`src/bsu_pkg.sv`:
```
// Package of operation codes, flag positions and timing constants for the branch and skip unit.
package bsu_pkg;

    // Operations the unit decides on.
    typedef enum logic [4:0] {
        OP_NONE, OP_CMP_IMM, OP_SKIP_REG_ZERO, OP_SKIP_REG_ONE, OP_SKIP_IO_ZERO, OP_SKIP_IO_ONE,
        OP_BR_FLAG_ONE, OP_BR_FLAG_ZERO, OP_BR_EQUAL, OP_BR_NOT_EQUAL, OP_BR_CARRY_ONE,
        OP_BR_CARRY_ZERO, OP_BR_SAME_OR_HIGHER, OP_BR_LOWER, OP_BR_MINUS, OP_BR_PLUS,
        OP_BR_SIGNED_GE, OP_BR_SIGNED_LT
    } bsu_op_t;

    // Flag positions inside the status flags register.
    localparam int FLAG_C = 0;
    localparam int FLAG_Z = 1;
    localparam int FLAG_N = 2;
    localparam int FLAG_V = 3;
    localparam int FLAG_S = 4;
    localparam int FLAG_H = 5;

    // Cycle counts reported for each outcome.
    localparam logic [1:0] CYC_ONE   = 2'h1;
    localparam logic [1:0] CYC_TWO   = 2'h2;
    localparam logic [1:0] CYC_THREE = 2'h3;

    // Program counter steps in words.
    localparam logic [15:0] PC_STEP_ONE   = 16'h0001;
    localparam logic [15:0] PC_STEP_TWO   = 16'h0002;
    localparam logic [15:0] PC_STEP_THREE = 16'h0003;

    // Reset value of the program counter output.
    localparam logic [15:0] PC_RESET = 16'h0000;

endpackage

```
`src/bsu_compare.sv`:
```
// Compare of a working register with an immediate constant, flags only.
`timescale 1ns/1ps
module bsu_compare #(
    parameter int WIDTH = 8
) (
    // Operands.
    input  wire logic [WIDTH-1:0] reg_value,
    input  wire logic [WIDTH-1:0] imm_value,
    // Resulting flags.
    output logic                  flag_z,
    output logic                  flag_n,
    output logic                  flag_v,
    output logic                  flag_c,
    output logic                  flag_h,
    output logic                  flag_s
);
    // Top bit of the low half, where the half borrow is taken.
    localparam int HALF_MSB = WIDTH / 2 - 1;

    logic [WIDTH:0] diff;

    // Subtract without keeping the difference and derive the arithmetic flags.
    always_comb
    begin
        diff   = {1'b0, reg_value} - {1'b0, imm_value};
        flag_z = (diff[WIDTH-1:0] == '0);
        flag_n = diff[WIDTH-1];
        flag_v = (reg_value[WIDTH-1] & ~imm_value[WIDTH-1] & ~diff[WIDTH-1])
               | (~reg_value[WIDTH-1] & imm_value[WIDTH-1] & diff[WIDTH-1]);
        flag_c = diff[WIDTH];
        flag_h = (~reg_value[HALF_MSB] & imm_value[HALF_MSB]) | (imm_value[HALF_MSB] & diff[HALF_MSB])
               | (diff[HALF_MSB] & ~reg_value[HALF_MSB]);
        flag_s = flag_n ^ flag_v;
    end
endmodule // bsu_compare

```
`src/bsu_bit_select.sv`:
```
// Selection of one bit out of a byte by a bit index.
`timescale 1ns/1ps
module bsu_bit_select #(
    parameter int WIDTH = 8
) (
    // Source byte and bit index.
    input  wire logic [WIDTH-1:0]         value,
    input  wire logic [$clog2(WIDTH)-1:0] index,
    // Selected bit.
    output logic                          bit_out
);
    // Pick the addressed bit.
    assign bit_out = value[index];
endmodule // bsu_bit_select

```
`src/bsu_branch_skip_unit.sv`:
```
// Decision logic for compare-immediate, skip and relative branch operations.
// What this block does
// RULE_01: Compare immediate subtracts constant, keeps no result, updates Z N V C H, one cycle.
// RULE_02: Register bit zero skip jumps past next instruction, 1, 2 or 3 cycles.
// RULE_03: Register bit one skip jumps past next instruction, 1, 2 or 3 cycles.
// RULE_04: I/O bit zero skip jumps past next instruction, 1, 2 or 3 cycles.
// RULE_05: I/O bit one skip jumps past next instruction, 1, 2 or 3 cycles.
// RULE_06: Selected flag one branches to PC plus offset plus one, 1 or 2 cycles.
// RULE_07: Selected flag zero branches to PC plus offset plus one, 1 or 2 cycles.
// RULE_08: Carry zero branch jumps relative; taken costs 2 cycles, untaken 1.
// RULE_09: Same or higher branch jumps relative exactly when carry is zero.
// RULE_10: Signed greater or equal branch jumps when N xor V is zero.
// RULE_11: Signed less than branch jumps when N xor V is one, flags untouched.
// RULE_12: Equal, not equal, carry, lower, minus, plus test Z, C, N accordingly.
`timescale 1ns/1ps
module bsu_branch_skip_unit #(
    parameter int DATA_WIDTH = 8,
    parameter int PC_WIDTH   = 16,
    parameter int OFS_WIDTH  = 7
) (
    // Clock and reset.
    input  wire logic                          mclk,
    input  wire logic                          reset_n,
    // Request.
    input  wire logic                          op_valid,
    input  wire bsu_pkg::bsu_op_t              op_code,
    input  wire logic [PC_WIDTH-1:0]           pc_current,
    input  wire logic [DATA_WIDTH-1:0]         reg_value,
    input  wire logic [DATA_WIDTH-1:0]         imm_value,
    input  wire logic [DATA_WIDTH-1:0]         io_value,
    input  wire logic [$clog2(DATA_WIDTH)-1:0] bit_index,
    input  wire logic [OFS_WIDTH-1:0]          branch_offset,
    input  wire logic                          next_is_two_words,
    input  wire logic [DATA_WIDTH-1:0]         status_flags_register,
    // Result.
    output logic                               result_valid,
    output logic [PC_WIDTH-1:0]                pc_next,
    output logic [1:0]                         cycle_count,
    output logic                               pc_redirect,
    output logic                               flags_write,
    output logic [DATA_WIDTH-1:0]              flags_out
);

    ////////////////////////////////////////////////////////////////////////////////
    // Operand helpers.
    // Everything in this section is combinational and settles within the request cycle.

    // Compare flags, selected bits and the extended offset.
    logic                   cmp_z;
    logic                   cmp_n;
    logic                   cmp_v;
    logic                   cmp_c;
    logic                   cmp_h;
    logic                   cmp_s;
    logic                   reg_bit;
    logic                   io_bit;
    logic                   flag_bit;
    logic [PC_WIDTH-1:0]    offset_ext;

    // Flags of the compare; the difference itself is never stored.
    // The compare runs on every request, and only the registered stage decides whether its flags count.
    bsu_compare #(.WIDTH(DATA_WIDTH)) u_compare (
        .reg_value (reg_value),
        .imm_value (imm_value),
        .flag_z    (cmp_z),
        .flag_n    (cmp_n),
        .flag_v    (cmp_v),
        .flag_c    (cmp_c),
        .flag_h    (cmp_h),
        .flag_s    (cmp_s)
    );

    // One bit picker per source: working register, I/O register and status flags.
    // All three share the bit index, because only one operation is decided per request
    // and each operation reads one source only.
    bsu_bit_select #(.WIDTH(DATA_WIDTH)) u_reg_bit (
        .value   (reg_value),
        .index   (bit_index),
        .bit_out (reg_bit)
    );

    bsu_bit_select #(.WIDTH(DATA_WIDTH)) u_io_bit (
        .value   (io_value),
        .index   (bit_index),
        .bit_out (io_bit)
    );

    bsu_bit_select #(.WIDTH(DATA_WIDTH)) u_flag_bit (
        .value   (status_flags_register),
        .index   (bit_index),
        .bit_out (flag_bit)
    );

    // Sign extension of the relative offset to the program counter width.
    // The offset is a two's complement word count, so a backward branch adds a large value.
    // The sum wraps at the program counter width, which lets a branch near the top of memory reach
    // the bottom and the other way round, as a plain adder of that width would.
    assign offset_ext = {{(PC_WIDTH-OFS_WIDTH){branch_offset[OFS_WIDTH-1]}}, branch_offset};

    ////////////////////////////////////////////////////////////////////////////////
    // Decision.

    // Decoded class, condition and the values that the registered stage loads.
    logic                   is_skip;
    logic                   is_branch;
    logic                   cond;
    logic [PC_WIDTH-1:0]    next_pc;
    logic [1:0]             next_cycles;
    logic [DATA_WIDTH-1:0]  next_flags;

    // Work out the condition of the requested operation.
    // Every path starts from cleared defaults, so an unused or illegal code can neither skip nor branch.
    // Codes that are not skips or branches leave cond low, which keeps pc_redirect low for them.
    // The flag branches pick their flag by the bit index; the named branches use fixed flag positions.
    // Carry one and lower share one arm; carry zero and same or higher have separate arms with identical conditions.
    always_comb
    begin
        is_skip   = 1'b0;
        is_branch = 1'b0;
        cond      = 1'b0;
        unique case (op_code)
            bsu_pkg::OP_NONE, bsu_pkg::OP_CMP_IMM:
            begin
                cond = 1'b0;
            end
            bsu_pkg::OP_SKIP_REG_ZERO:
            begin
                is_skip = 1'b1;
                cond    = ~reg_bit; // RULE_02
            end
            bsu_pkg::OP_SKIP_REG_ONE:
            begin
                is_skip = 1'b1;
                cond    = reg_bit; // RULE_03
            end
            bsu_pkg::OP_SKIP_IO_ZERO:
            begin
                is_skip = 1'b1;
                cond    = ~io_bit; // RULE_04
            end
            bsu_pkg::OP_SKIP_IO_ONE:
            begin
                is_skip = 1'b1;
                cond    = io_bit; // RULE_05
            end
            bsu_pkg::OP_BR_FLAG_ONE:
            begin
                is_branch = 1'b1;
                cond      = flag_bit; // RULE_06
            end
            bsu_pkg::OP_BR_FLAG_ZERO:
            begin
                is_branch = 1'b1;
                cond      = ~flag_bit; // RULE_07
            end
            bsu_pkg::OP_BR_EQUAL:
            begin
                is_branch = 1'b1;
                cond      = status_flags_register[bsu_pkg::FLAG_Z]; // RULE_12
            end
            bsu_pkg::OP_BR_NOT_EQUAL:
            begin
                is_branch = 1'b1;
                cond      = ~status_flags_register[bsu_pkg::FLAG_Z]; // RULE_12
            end
            bsu_pkg::OP_BR_CARRY_ONE, bsu_pkg::OP_BR_LOWER:
            begin
                is_branch = 1'b1;
                cond      = status_flags_register[bsu_pkg::FLAG_C]; // RULE_12
            end
            bsu_pkg::OP_BR_CARRY_ZERO:
            begin
                is_branch = 1'b1;
                cond      = ~status_flags_register[bsu_pkg::FLAG_C]; // RULE_08
            end
            bsu_pkg::OP_BR_SAME_OR_HIGHER:
            begin
                is_branch = 1'b1;
                cond      = ~status_flags_register[bsu_pkg::FLAG_C]; // RULE_09
            end
            bsu_pkg::OP_BR_MINUS:
            begin
                is_branch = 1'b1;
                cond      = status_flags_register[bsu_pkg::FLAG_N]; // RULE_12
            end
            bsu_pkg::OP_BR_PLUS:
            begin
                is_branch = 1'b1;
                cond      = ~status_flags_register[bsu_pkg::FLAG_N]; // RULE_12
            end
            bsu_pkg::OP_BR_SIGNED_GE:
            begin
                is_branch = 1'b1;
                cond      = ~(status_flags_register[bsu_pkg::FLAG_N]
                            ^ status_flags_register[bsu_pkg::FLAG_V]); // RULE_10
            end
            bsu_pkg::OP_BR_SIGNED_LT:
            begin
                is_branch = 1'b1;
                cond      = status_flags_register[bsu_pkg::FLAG_N]
                          ^ status_flags_register[bsu_pkg::FLAG_V]; // RULE_11
            end
            default:
            begin
                cond = 1'b0;
            end
        endcase
    end

    // Next program counter and cycle cost for the decided outcome.
    // The fall-through value is the default, so only a met condition moves the target.
    // A skip passes over one or two words, depending on the length of the instruction after it,
    // and costs one extra cycle per word skipped.
    // A taken branch always costs two cycles, whatever its distance.
    always_comb
    begin
        next_pc     = pc_current + bsu_pkg::PC_STEP_ONE[PC_WIDTH-1:0];
        next_cycles = bsu_pkg::CYC_ONE; // RULE_01
        if (is_skip && cond)
        begin
            if (next_is_two_words)
            begin
                next_pc     = pc_current + bsu_pkg::PC_STEP_THREE[PC_WIDTH-1:0]; // RULE_02
                next_cycles = bsu_pkg::CYC_THREE; // RULE_03
            end
            else
            begin
                next_pc     = pc_current + bsu_pkg::PC_STEP_TWO[PC_WIDTH-1:0]; // RULE_04
                next_cycles = bsu_pkg::CYC_TWO; // RULE_05
            end
        end
        else if (is_branch && cond)
        begin
            next_pc     = pc_current + offset_ext + bsu_pkg::PC_STEP_ONE[PC_WIDTH-1:0]; // RULE_06
            next_cycles = bsu_pkg::CYC_TWO; // RULE_08
        end
    end

    // Compare updates Z, N, V, C, H and the sign flag; other bits and operations keep the flags.
    // All bits are computed for every request; the registered stage only keeps them for a compare,
    // so branches and skips hand the incoming flags back untouched.
    // Bits outside the arithmetic flags always pass through unchanged.
    always_comb
    begin
        next_flags                   = status_flags_register; // RULE_11
        next_flags[bsu_pkg::FLAG_Z]  = cmp_z; // RULE_01
        next_flags[bsu_pkg::FLAG_N]  = cmp_n;
        next_flags[bsu_pkg::FLAG_V]  = cmp_v;
        next_flags[bsu_pkg::FLAG_C]  = cmp_c;
        next_flags[bsu_pkg::FLAG_H]  = cmp_h;
        next_flags[bsu_pkg::FLAG_S]  = cmp_s;
    end

    ////////////////////////////////////////////////////////////////////////////////
    // Registered outputs.
    // Every output comes straight from a flip-flop, so downstream timing sees no decode logic.

    // Result strobe and program counter outcome.
    // The strobe is a single-cycle pulse per accepted request.
    // Target, cost and redirect are loaded only on a request and hold until the next one,
    // so a slow consumer may read them at any time after the strobe.
    // A request with no operation still moves the target to the next word but raises no strobe.
    always_ff @(posedge mclk)
    begin
        if (!reset_n)
        begin
            result_valid <= 1'b0;
            pc_next      <= bsu_pkg::PC_RESET[PC_WIDTH-1:0];
            cycle_count  <= bsu_pkg::CYC_ONE;
            pc_redirect  <= 1'b0;
        end
        else
        begin
            result_valid <= op_valid && (op_code != bsu_pkg::OP_NONE);
            if (op_valid)
            begin
                pc_next     <= next_pc; // RULE_07
                cycle_count <= next_cycles;
                pc_redirect <= cond && (is_skip || is_branch);
            end
        end
    end

    // Flag write-back, issued only by the compare operation.
    // The flag output follows the input flags for every other request,
    // so a consumer that ignores the write strobe still sees consistent flags.
    always_ff @(posedge mclk)
    begin
        if (!reset_n)
        begin
            flags_write <= 1'b0;
            flags_out   <= '0;
        end
        else
        begin
            flags_write <= op_valid && (op_code == bsu_pkg::OP_CMP_IMM); // RULE_01
            if (op_valid)
            begin
                flags_out <= (op_code == bsu_pkg::OP_CMP_IMM) ? next_flags : status_flags_register;
            end
        end
    end

endmodule // bsu_branch_skip_unit

```
`config.mk`:
```
export PLATFORM = sky130hd
export DESIGN_NAME = bsu_branch_skip_unit
export DESIGN_NICKNAME = d
export VERILOG_FILES = /design/src/bsu_pkg.sv /design/src/bsu_compare.sv /design/src/bsu_bit_select.sv /design/src/bsu_branch_skip_unit.sv
export SDC_FILE = /design/constraint.sdc
export NUM_CORES = 1
export LEC_CHECK = 0
export BUFFER_PORTS_ARGS = -buffer_cell sky130_fd_sc_hd__buf_4
export CAP_MARGIN = 0
export CORE_MARGIN = 2
export CORE_UTILIZATION = 45
export CTS_CLUSTER_SIZE = 10
export DETAILED_ROUTE_END_ITERATION = 10
export PLACE_DENSITY = 0.73
export REMOVE_ABC_BUFFERS = 1
export SKIP_LAST_GASP = 1
export SYNTH_ARGS = -nofsm -noshare
export SYNTH_HDL_FRONTEND = slang
export SYNTH_SLANG_ARGS = --single-unit
```
`constraint.sdc`:
```
create_clock -name mclk -period 2.95 [get_ports mclk]
set_input_delay 0.4425 -clock mclk [delete_from_list [all_inputs] [get_ports mclk]]
set_output_delay 0.4425 -clock mclk [all_outputs]
set_load 0.05 [all_outputs]
```
* Yosys cells after proc, flatten, opt, wreduce, memory -nomap -nowiden
Index checks and enable logic that the tools add are counted.
** Cells by class
- Add/subtract/negate cells :: 6
- Bitwise gates (word level) :: 23
- Equality and inequality tests :: 17
- Magnitude comparators :: 1
- Mux-type cells :: 16
- Reductions and logical operators :: 12
** Operator list (count)
- $mux 16 :: 3
- $eq 5x4->1 const B :: 8
- $add 16x1->16 const B :: 2
- $add 16x2->16 const B :: 2
- $eq 5x3->1 const B :: 4
- $add 16x16->16 :: 1
- $pmux 1 s14 :: 1
- $reduce_or 12->1 :: 1
- $not 1->1 :: 11
- $eq 5x2->1 const B :: 2
- $eq 5x5->1 const B :: 2
- $bmux 1 s3 :: 3
- $sub 8x8->9 :: 1
- $logic_not 8->1 :: 1
- $and 1x1->1 :: 7
- $mux 1 :: 6
- $mux 6 :: 1
- $eq 5x1->1 const B :: 1
- $logic_and 1x1->1 :: 5
- $reduce_bool 5->1 :: 1
- $lt 3x4->1 const B :: 1
- $mux 2 :: 2
- $reduce_or 2->1 :: 2
- $reduce_or 4->1 :: 1
- 3 further kinds :: 6
** Storage, ports and cells
- Bits in registers :: 29
- Input port bits :: 67
- Word-level logic and storage cells :: 81
- Output and inout port bits :: 29

* Logic depth before layout (Yosys ltp)
Gate-level depths: netlist of the first run.
- Depth after elaboration :: 7
- Mapped depth :: 14
- Gate-level depth less buffers :: 14

* By module
Synthesis of the first run repeated with hierarchy kept, for this count alone.
** Unflattened totals
- Cells, all modules :: 429
- Area, all modules :: 3483.3 sq um
** By module, submodules not included
- bsu_branch_skip_unit :: instances 1, area each 2854.0 sq um, cells an instance 368, sequential area each 580.6 sq um
- bsu_compare :: instances 1, area each 437.9 sq um, cells an instance 52, sequential area each 0.0 sq um
- bsu_bit_select :: instances 3, area each 63.8 sq um, cells an instance 3, sequential area each 0.0 sq um

* Least setup slack after synthesis of the first run
Ideal clock, no wire load.
- Path type :: input-to-reg
- Start :: input imm_value[1]
- End :: register flags_out[1]
- Data required time :: 2.880 ns
- Path buffers :: 0
- Cell stages on the path :: 13
- Path slack :: 0.091 ns
- Library setup time :: 0.070 ns
- Arrival :: 2.789 ns
- Cells stage by stage :: inv_1 -> ha_1 -> a21o_1 -> a21o_1 -> a21oi_1 -> o21bai_1 -> a21o_1 -> a21oi_1 -> fa_1 -> or4bb_1 -> nor4_1 -> a32oi_1 -> a21oi_1
** On the way
- Longest elaborated chain between the ends :: 3
** RTL lines
- from (decl) :: line bsu_branch_skip_unit.sv:29 : input wire logic [DATA_WIDTH-1:0] imm_value,
- $sub 8x8->9 :: line bsu_compare.sv:25 : diff = {1'b0, reg_value} - {1'b0, imm_value};
- $logic_not 8->1 :: line bsu_compare.sv:26 : flag_z = (diff[WIDTH-1:0] == '0);
- $mux 6 :: line bsu_branch_skip_unit.sv:299 : flags_out <= (op_code == bsu_pkg::OP_CMP_IMM) ? next_flags : status_flags_register;
- to (signal assigned) :: line bsu_branch_skip_unit.sv:299
- to (decl) :: line bsu_branch_skip_unit.sv:41 : output logic [DATA_WIDTH-1:0] flags_out
No other way between the ends.
A chain may end at the register's enable or synchronous reset.

* Final worst setup path of the first run
- Start :: input imm_value[1]
- End :: register flags_out[3]
** On the way
- Longest elaborated chain between the ends :: 5
- Elaborated cells on any way between the ends :: 6
- Classes of those cells :: add/sub (1); mux (1); bitwise (4)
** RTL lines
- $sub 8x8->9 * :: line bsu_compare.sv:25
- $not 1->1 :: line bsu_compare.sv:28 : flag_v = (reg_value[WIDTH-1] & ~imm_value[WIDTH-1] & ~diff[WIDTH-1])
- $and 1x1->1 :: line bsu_compare.sv:28
- $or 1x1->1 * :: line bsu_compare.sv:29 : | (~reg_value[WIDTH-1] & imm_value[WIDTH-1] & diff[WIDTH-1]);
- $mux 6 * :: line bsu_branch_skip_unit.sv:299
Mark *: on every way between the ends. The rest lies on a longest branch, timed or not.

==> results of run 1 <==
[placed cells by master (no fill, tap or decap), types with 5 or more instances in the layout]
| cell type | instances |
|---|---|
| nor3_1 | 10 |
| a31oi_1 | 5 |
| o21ai_0 | 19 |
| o21ai_1 | 8 |
| inv_1 | 20 |
| mux4_2 | 6 |
| nand2_1 | 37 |
| nor2_1 | 39 |
| ha_1 | 29 |
| nand3_1 | 6 |
| xnor2_1 | 23 |
| nor2b_1 | 6 |
| a21o_1 | 10 |
| clkbuf_8 | 7 |
| mux2i_1 | 14 |
| a21oi_1 | 30 |
| and3_1 | 7 |
| xor2_1 | 18 |
| buf_4 | 111 |
| o21a_1 | 6 |
| dfxtp_1 | 29 |
[layer usage]
layer / up-vias / global-route usage [%]
met4: 0 / 8.08
met1: 1659 / 31.2
met3: 15 / 3.09
met5: - / 0
li1: 1745 / -
met2: 125 / 40.4
[state kept, by name (all words and copies together) (netlist names)]
signal	flops
cycle_count	2
pc_next	16
flags_write	1
result_valid	1
flags_out	8
pc_redirect	1
[what timing repair did]
action | CTS | global route
endpoints found under the setup margin | 0 | 1
resized for setup | 0 | 1
endpoints found under the hold margin | 0 | 0
[area by class of cell]
cell class / count / area [um2]
clock buffers: 7 / 96.3
well taps: 99 / 124
clock inverters: 1 / 5.00
fillers: 666 / 2890
flip-flops and latches: 29 / 581
multi-input cells: 351 / 2630
repair buffers: 112 / 853
inverters: 20 / 75.1
[worst max-delay path, cell delays in order]
cell      delay (ns)
buf_4           0.11
inv_1           0.06
ha_1            0.22
a21o_1          0.15
a21o_1          0.19
a21oi_1         0.17
o21bai_1        0.11
a21o_1          0.18
a21oi_1         0.17
fa_1            0.45
buf_4           0.15
mux2i_1         0.13
o21ai_0         0.09
mux2i_1         0.15
nor2_1          0.05
[per-stage QoR]
step / hold slack (ns) / power, mW / area [um2] / instances
6_report: 0.398 / 1.57 / 4360 / 619
2_1_floorplan: 0.504 / 0.916 / 3280 / 400
4_1_cts: 0.390 / 1.58 / 4360 / 619
3_3_place_gp: 0.438 / 1.20 / 4260 / 611
3_5_place_dp: 0.442 / 1.21 / 4260 / 611
5_1_grt: 0.393 / 1.67 / 4360 / 619
[worst paths after layout]
kind / slack, ns / startpoint / endpoint
worst max-delay path: 0.29 / imm_value[1] / flags_out[3]
worst min-delay path: 0.40 / reset_n / cycle_count[0]
worst min register to register: 0.45 / cycle_count[1] / cycle_count[1]
worst max register to register: 2.10 / pc_next[15] / pc_next[15]
[power breakdown]
part / total [mW] / switching, mW / leakage (nW) / internal (mW)
clock network: 0.367 / 0.157 / 0.0542 / 0.211
registers: 0.442 / 0.0189 / 0.240 / 0.424
logic: 0.765 / 0.436 / 1.69 / 0.329
[kinds of logic (layout without fill, tap and decap cells)]
logic type / Yosys count / in the layout / share of synthesized area, %
muxes: 23 / 23 / 9.28
xor gates and xnor gates: 41 / 41 / 10.6
buffers and inverters: 38 / 140 / 4.97
and+or+nand+nor: 132 / 132 / 19.7
DFF: 29 / 29 / 17.2
adders and majority gates: 33 / 33 / 13.1
AOI/OAI and AO/OA: 122 / 122 / 25.0
==> run metrics, run 1 <==
routed wire length around 9600 um; maximum clock rate about 0.38 GHz; Yosys reg bits 29; top post-synthesis cells by area dfxtp_1, ha_1, xnor2_1, xor2_1, a21oi_1; RSZ-0062 raised after global routing no; setup tns final 0 ns; worst-case reg-to-reg path depth 3; outcome finished clean; Req. time, crit path about 3.1 ns; sequential share of the synthesized area 17.2%; DR iter-0 viols 126; via/cell ratio approximately 5.7; number of max-cap violations 0; CTS tree built; headroom to the max-slew limit roughly three fifths; Setup Slack @ Placement -0.0832 ns; final cell utilization of the core about three fifths; Synth Instances approximately 420; Async SR Flop Fraction 0%; WL met2 ~4400 um; period utilization around nine tenths; Layout Skew 0 ns; via count roughly 3500; M1 WL between 4000 and 5000 um; Die Area 8200 um2; leakage dissipation 1.99 nW; GRT Overall Usage a little under a quarter; most common cell in the netlist nor2_1; Power Density roughly 360 nW/um2; Setup CP Type input port to flop; top routing layer in use met4; number of global-route vias before repair 3466; Post-synth EDFFs 0; Syn. warnings 0; WL met3 between 500 and 600 um; fin crit period approximately 2.7 ns; CP Max Fanout 2; Worst-path clk slew ~0.06 ns; hold depth 2; CP Data Arrival Time approximately 2.8 ns; Root Driver clkbuf_8; Clk Latency, worst-skew pair 0.28 ns; GRT Residual Overflow 0; largest net degree at the start of global routing 32; Core ar. ~7300 um2; die height between 90 and 100 um; synth cell count leaders nor2_1, nand2_1, a21oi_1, dfxtp_1, ha_1; CTS Buf Count 5; Fin. Hold Viols 0; post-DP HPWL roughly 7800 um; clk sink count 29; setup slack after layout 0.287 ns; Area Overhead vs Synth 29.4%; cell taking the most area after synthesis dfxtp_1; synthesized cell area 3370 um2; std cell rows 31; drt wl/cell about 16 um; share of the synthesized area in the top cell type between 15 and 20%; first-pass GRT wire length between 15000 and 20000 um; post-route ant nets 0; drt drc 0; Die W ~91 um; startpoint types input port; Placer Congestion 0.878; diodes inserted 0; worst hold path class input port to flop; ys flop type dfxtp_1; Post-CTS Setup Bufs 0; IO Pins 96; Setup violations, final 0; maximum VDD drop 166 uV; syn_area_per_cell a little over 8 um2; Max Slew Vio Count 0; CTS max path bufs 2; Layout Nets slightly above 600; transition time of the tightest slew-check pin slightly below 0.6 ns; initial cell density of the core around 46%; # H-tree levels 2; initial antenna violation count 0; First-pass DRT Iterations 4; hold_buf cts 0; port buffer count 95; CP endpoint kind flop; synth unique cells 69; share of layout cells above drive strength 1 between 20% and 30%
No activity file was read; power rests on OpenSTA's default activity.
==> run 2: changes to the inputs <==
--- a/config.mk
+++ b/config.mk
@@ -11,7 +11,7 @@
 export CORE_UTILIZATION = 45
 export CTS_CLUSTER_SIZE = 10
 export DETAILED_ROUTE_END_ITERATION = 10
-export PLACE_DENSITY = 0.73
+export PLACE_DENSITY = 0.71
 export REMOVE_ABC_BUFFERS = 1
 export SKIP_LAST_GASP = 1
 export SYNTH_ARGS = -nofsm -noshare
==> constraint.sdc (replaced) <==
create_clock -name mclk -period 3 [get_ports mclk]
set_input_delay 0.45 -clock mclk [delete_from_list [all_inputs] [get_ports mclk]]
set_output_delay 0.45 -clock mclk [all_outputs]
set_load 0.05 [all_outputs]
==> run 2 against run 1 <==
Utilization fell by 0.41 points. Sequential share of layout area is 0.092 points higher. Final cell count decreased by 0.32%. Setup slack lost 0.11 ns. Critical path type unchanged.
==> run metrics, run 2 (synthesis gave the netlist of run 1 again) <==
outcome finished clean; DR iter-0 viols about 140; switching power between 0.6 and 0.7 mW; Layout Nets slightly above 600; Die W between 90 and 100 um; Largest Register pc_next; CP Max Fanout 2; Area Overhead vs Synth 28.5%; post-route ant nets 0; Clock Power Share 21.5%; Reg2Reg Launch Point pc_next[15]; maximum clock rate approximately 0.35 GHz; maximum VDD drop between 100 and 150 uV; Core ar. between 7000 and 8000 um2; std cell rows 31; startpoint types input port; Setup violations, final 0; crit-path leading delay family compound AO/OA/AOI/OAI gates; CP peak stage delay about 0.57 ns; WL met3 552 um; headroom to the max-slew limit between 60 and 70%; first-pass GRT wire length about 16000 um; Power Total 1.51 mW; Root Driver clkbuf_8; WL met2 4680 um; worst hold path class input port to flop; number of max-cap violations 0; Slowest cell on crit path fa_1; initial antenna violation count 0; routed wire length 9750 um; Max Slew Vio Count 0; Clk Latency, worst-skew pair 0.28 ns; Layout Skew 0 ns; top routing layer in use met4; Power Density 348 nW/um2; CTS max path bufs 2; filler cell count between 600 and 700; CP Cell Sequence buf_4 -> inv_1 -> ha_1 -> inv_1 -> a21o_1 -> a21o_1 -> a21oi_1 -> o21bai_1 -> a21o_1 -> a21oi_1 -> fa_1 -> or4bb_1 -> nor4_2 -> a32oi_1 -> a21oi_1; Worst-path clk slew roughly 0.08 ns; CTS Buf Count 5; Fin. Hold Viols 0; transition time of the tightest slew-check pin 0.574 ns; # H-tree levels 2; final cell utilization of the core between 50 and 60%; hold_buf cts 0; leakage dissipation approximately 2.0 nW; number of global-route vias before repair approximately 3500; fin crit period 2.82 ns; via count 3470; diodes inserted 0; share of layout cells above drive strength 1 a little over a quarter; clk sink count 29; Setup CP Type input port to flop; post-CTS sizing 0; GRT Overall Usage about a quarter; period utilization 94.1%; biggest regs pc_next (16), flags_out (8), cycle_count (2); Worst Path Buf+Inv 3; Req. time, crit path approximately 3.2 ns; CP endpoint kind flop; largest net degree at the start of global routing 32; Largest register FFs 16; drt drc 0; via/cell ratio roughly 5.6; commonest non-fill, non-tap cell in the layout buf_4; drt wl/cell 15.8 um; combinational power share between 40% and 50%; GRT Residual Overflow 0; First-pass DRT Iterations 4; Worst Setup SP reg_value[0]; M1 WL roughly 4400 um; Die Area between 8000 and 9000 um2; Placer Congestion 0.901; IO Pins 96; CTS tree built; HP Start reset_n; port buffer count 95; Seq pwr share between 20% and 30%; post-DP HPWL 7920 um; most frequent cells in the layout buf_4, nor2_1, nand2_1; initial cell density of the core approximately 46%; Post-CTS Setup Bufs 0; CP Data Arrival Time ~3.0 ns; switch share about two fifths; die height approximately 91 um; Power Internal roughly 0.9 mW
run 2: cell types whose count changed in the layout (fill, tap and decap cells not counted), sizes merged:
cell / previous run / this run
buf: 112 / 110
clkbuf: 7 / 5
clkinv: 1 / 2
clkinvlp: 0 / 1
run 2: layout make-up:
type | count | area, um2 | area share, %
multi-input cells | 351 | 2630 | 60.7
clock buffers | 5 | 68.8 | 1.59
inverters | 20 | 75.1 | 1.73
repair buffers | 110 | 838 | 19.3
clock inverters | 3 | 17.5 | 0.404
well taps | 99 | 124 | 2.86
flip-flops and latches | 29 | 581 | 13.4
run 2: final timing paths:
path,endpoint,slack (ns),cells past startpoint
min reg2reg,pc_next[11],0.45,2
max,flags_out[1],0.18,15
min,cycle_count[0],0.40,2
max reg2reg,pc_next[15],2.17,3
run 2: stage by stage:
stage | hold slack (ns) | setup WS (ns) | setup TNS (ns) | cells | cell area (um2)
4_1_cts | 0.401 | 0.227 | 0 | 617 | 4330
6_report | 0.401 | 0.177 | 0 | 617 | 4330
2_1_floorplan | 0.512 | 0.129 | 0 | 400 | 3280
3_5_place_dp | 0.443 | -0.0599 | -0.0828 | 609 | 4240
5_1_grt | 0.407 | -0.0221 | -0.0221 | 617 | 4330
3_3_place_gp | 0.436 | 0.0233 | 0 | 609 | 4240
run 2: power by group through the flow:
stage / Combinational [mW] / Clock, mW / Sequential, mW
final: 0.749 / 0.324 / 0.436
after global routing: 0.812 / 0.344 / 0.440
after CTS: 0.745 / 0.326 / 0.436
after detailed placement: 0.741 / 0 / 0.444
after global placement: 0.729 / 0 / 0.443
after floorplan: 0.354 / 0 / 0.546
run 2: metal layers:
metal / up-vias / track usage (%)
met5: - / 0
met4: 0 / 8.33
met3: 11 / 2.59
met2: 116 / 41.6
met1: 1601 / 30.5
li1: 1742 / -
==> run 3: changes to the inputs <==
--- a/config.mk
+++ b/config.mk
@@ -8,12 +8,14 @@
 export BUFFER_PORTS_ARGS = -buffer_cell sky130_fd_sc_hd__buf_4
 export CAP_MARGIN = 0
 export CORE_MARGIN = 2
-export CORE_UTILIZATION = 45
+export CORE_UTILIZATION = 50
 export CTS_CLUSTER_SIZE = 10
 export DETAILED_ROUTE_END_ITERATION = 10
-export PLACE_DENSITY = 0.71
+export PLACE_DENSITY = 0.77
 export REMOVE_ABC_BUFFERS = 1
 export SKIP_LAST_GASP = 1
+export SLEW_MARGIN = 20
 export SYNTH_ARGS = -nofsm -noshare
 export SYNTH_HDL_FRONTEND = slang
+export SYNTH_HIERARCHICAL = 1
 export SYNTH_SLANG_ARGS = --single-unit
==> run 3 against run 2 <==
Largest power group unchanged. Non-clock buffer count grew 3. Worst hold slack gained 0.015 ns. Clock power shrank 2%. Clock skew is the same.
==> run metrics, run 3 <==
switch share 40.4%; port buffer count 95; std cell rows 30; Seq pwr share between 20 and 30%; Placer Congestion 0.940; synthesized cell area ~3500 um2; cell taking the most area after synthesis dfxtp_1; Root Driver clkbuf_8; switching power approximately 0.6 mW; Syn. warnings 6; drt wl/cell approximately 16 um; Req. time, crit path around 3.2 ns; post-CTS sizing 0; ys flop type dfxtp_1; synth cell count leaders nor2_1, nand2_1, xnor2_1; Power Internal around 0.9 mW; Layout Skew 0 ns; drt drc 0; GRT Residual Overflow 0; Core ar. between 6000 and 7000 um2; clk sink count 29; outcome finished clean; via/cell ratio around 5.8; Async SR Flop Fraction 0%; via count around 3600; CTS Buf Count 5; transition time of the tightest slew-check pin around 0.64 ns; hold_buf cts 0; post-DP HPWL 8300 um; CP endpoint kind flop; Layout Nets ~630; syn_area_per_cell between 8 and 9 um2; most frequent cells in the layout buf_4, nor2_1, nand2_1; CP Max Fanout 7; leakage dissipation just over 2 nW; CTS tree built; post-route ant nets 0; Power Density approximately 340 nW/um2; Die Area between 7000 and 8000 um2; commonest non-fill, non-tap cell in the layout buf_4; most common cell in the netlist nor2_1; headroom to the max-slew limit 57.4%; fin crit period slightly below 3 ns; share of the synthesized area in the top cell type 16.7%; placed insts 607; Worst-path clk slew 0.06 ns; die height ~87 um; Post-CTS Setup Bufs 0; GRT Overall Usage about a quarter; maximum VDD drop 141 uV; Clk Latency, worst-skew pair about 0.28 ns; startpoint types input port; Clock Power Share about a fifth; fin cells between 600 and 700; worst-case reg-to-reg path depth 3; routed wire length between 10000 and 15000 um; maximum clock rate ~0.35 GHz; sequential share of the synthesized area between 10% and 20%; # H-tree levels 2; biggest regs pc_next (16), flags_out (8), cycle_count (2); DR iter-0 viols about 160; initial antenna violation count 0; RSZ-0062 raised after global routing no; largest net degree at the start of global routing 35; top post-synthesis cells by area dfxtp_1, ha_1, xnor2_1, mux2i_1, mux4_1; hold depth 2; period utilization between 90% and 100%; IO Pins 96; Largest register FFs 16; Setup violations, final 0; CP Data Arrival Time 3.10 ns; CTS max path bufs 2; Die W approximately 87 um; Yosys reg bits 29; First-pass DRT Iterations 4; setup tns final 0 ns; setup slack after layout 0.111 ns; combinational power share 51.0%; number of max-cap violations 0; Setup Slack @ Placement -0.208 ns; Area Overhead vs Synth 28.2%; Post-synth EDFFs 0; worst hold path class input port to flop; diodes inserted 0; Synth Instances ~430; synth unique cells slightly below 70; Setup CP Type input port to flop; number of global-route vias before repair 3511; filler cell count between 500 and 600; Max Slew Vio Count 0; first-pass GRT wire length 16300 um; Largest Register pc_next; initial cell density of the core 51.6%; share of layout cells above drive strength 1 between 20% and 30%; Fin. Hold Viols 0
## run 3: through the flow
stage / hold slack [ns] / utilization, % / power [mW] / cell area [um2]
floorplan: 0.526 / - / 0.908 / 3390
global placement: 0.434 / 64.4 / 1.19 / 4350
detailed placement: 0.446 / 64.4 / 1.20 / 4350
CTS: 0.413 / 65.7 / 1.52 / 4440
global route: 0.432 / 66.1 / 1.61 / 4470
finish: 0.416 / 66.1 / 1.53 / 4470
## run 3: layout make-up
class | count | area (um2) | area share [%]
clock buffer | 5 | 68.8 | 1.54
clock inverter | 3 | 17.5 | 0.392
inverter | 24 | 90.1 | 2.02
multi-input combinational | 361 | 2750 | 61.5
sequential | 29 | 581 | 13.0
tap | 80 | 100 | 2.24
timing repair buffer | 113 | 861 | 19.3
## run 3: critical path, stage by stage
cell and delay, ns:
buf_4 0.12, buf_4 0.13, mux4_1 0.56, mux2_2 0.30, or3b_2 0.19, a21oi_1 0.05, o21ba_2 0.24, a211o_2 0.39
buf_4 0.17, nor3_1 0.22, o32ai_1 0.11, o21ai_0 0.15
## run 3: worst paths after layout
check,start,end,slack [ns]
worst max register to register,pc_next[10],pc_next[10],2.14
worst min-delay path,reset_n,cycle_count[0],0.42
worst max-delay path,bit_index[0],pc_next[6],0.11
worst min register to register,cycle_count[1],cycle_count[1],0.46
## run 3: cells by family (layout without fill, tap and decap cells)
group / Yosys count / after routing / synth area share (%)
buffers and inverters: 39 / 145 / 5.28
XOR/XNOR: 43 / 43 / 10.8
AND/OR/NAND/NOR: 131 / 131 / 18.6
flip-flops: 29 / 29 / 16.7
AO/OA/AOI/OAI: 127 / 127 / 25.2
adder cells (fa/ha/maj): 33 / 33 / 12.7
multiplexers: 27 / 27 / 10.7
## run 3: layer usage
metal  vias up  part of all wire (%)  track usage (%)
met5         -                     0                0
met4         0                   1.7             7.13
met1      1657                    43             31.9
met2       128                    50             48.9
li1       1784                     -                -
met3        13                   5.9             3.60
## run 3: power groups by stage
stage | sequential, mW | clock, mW | combinational, mW
after CTS | 0.433 | 0.321 | 0.766
after floorplan | 0.545 | 0 | 0.363
after global routing | 0.436 | 0.336 | 0.842
after detailed placement | 0.442 | 0 | 0.762
final | 0.433 | 0.316 | 0.778
after global placement | 0.441 | 0 | 0.745
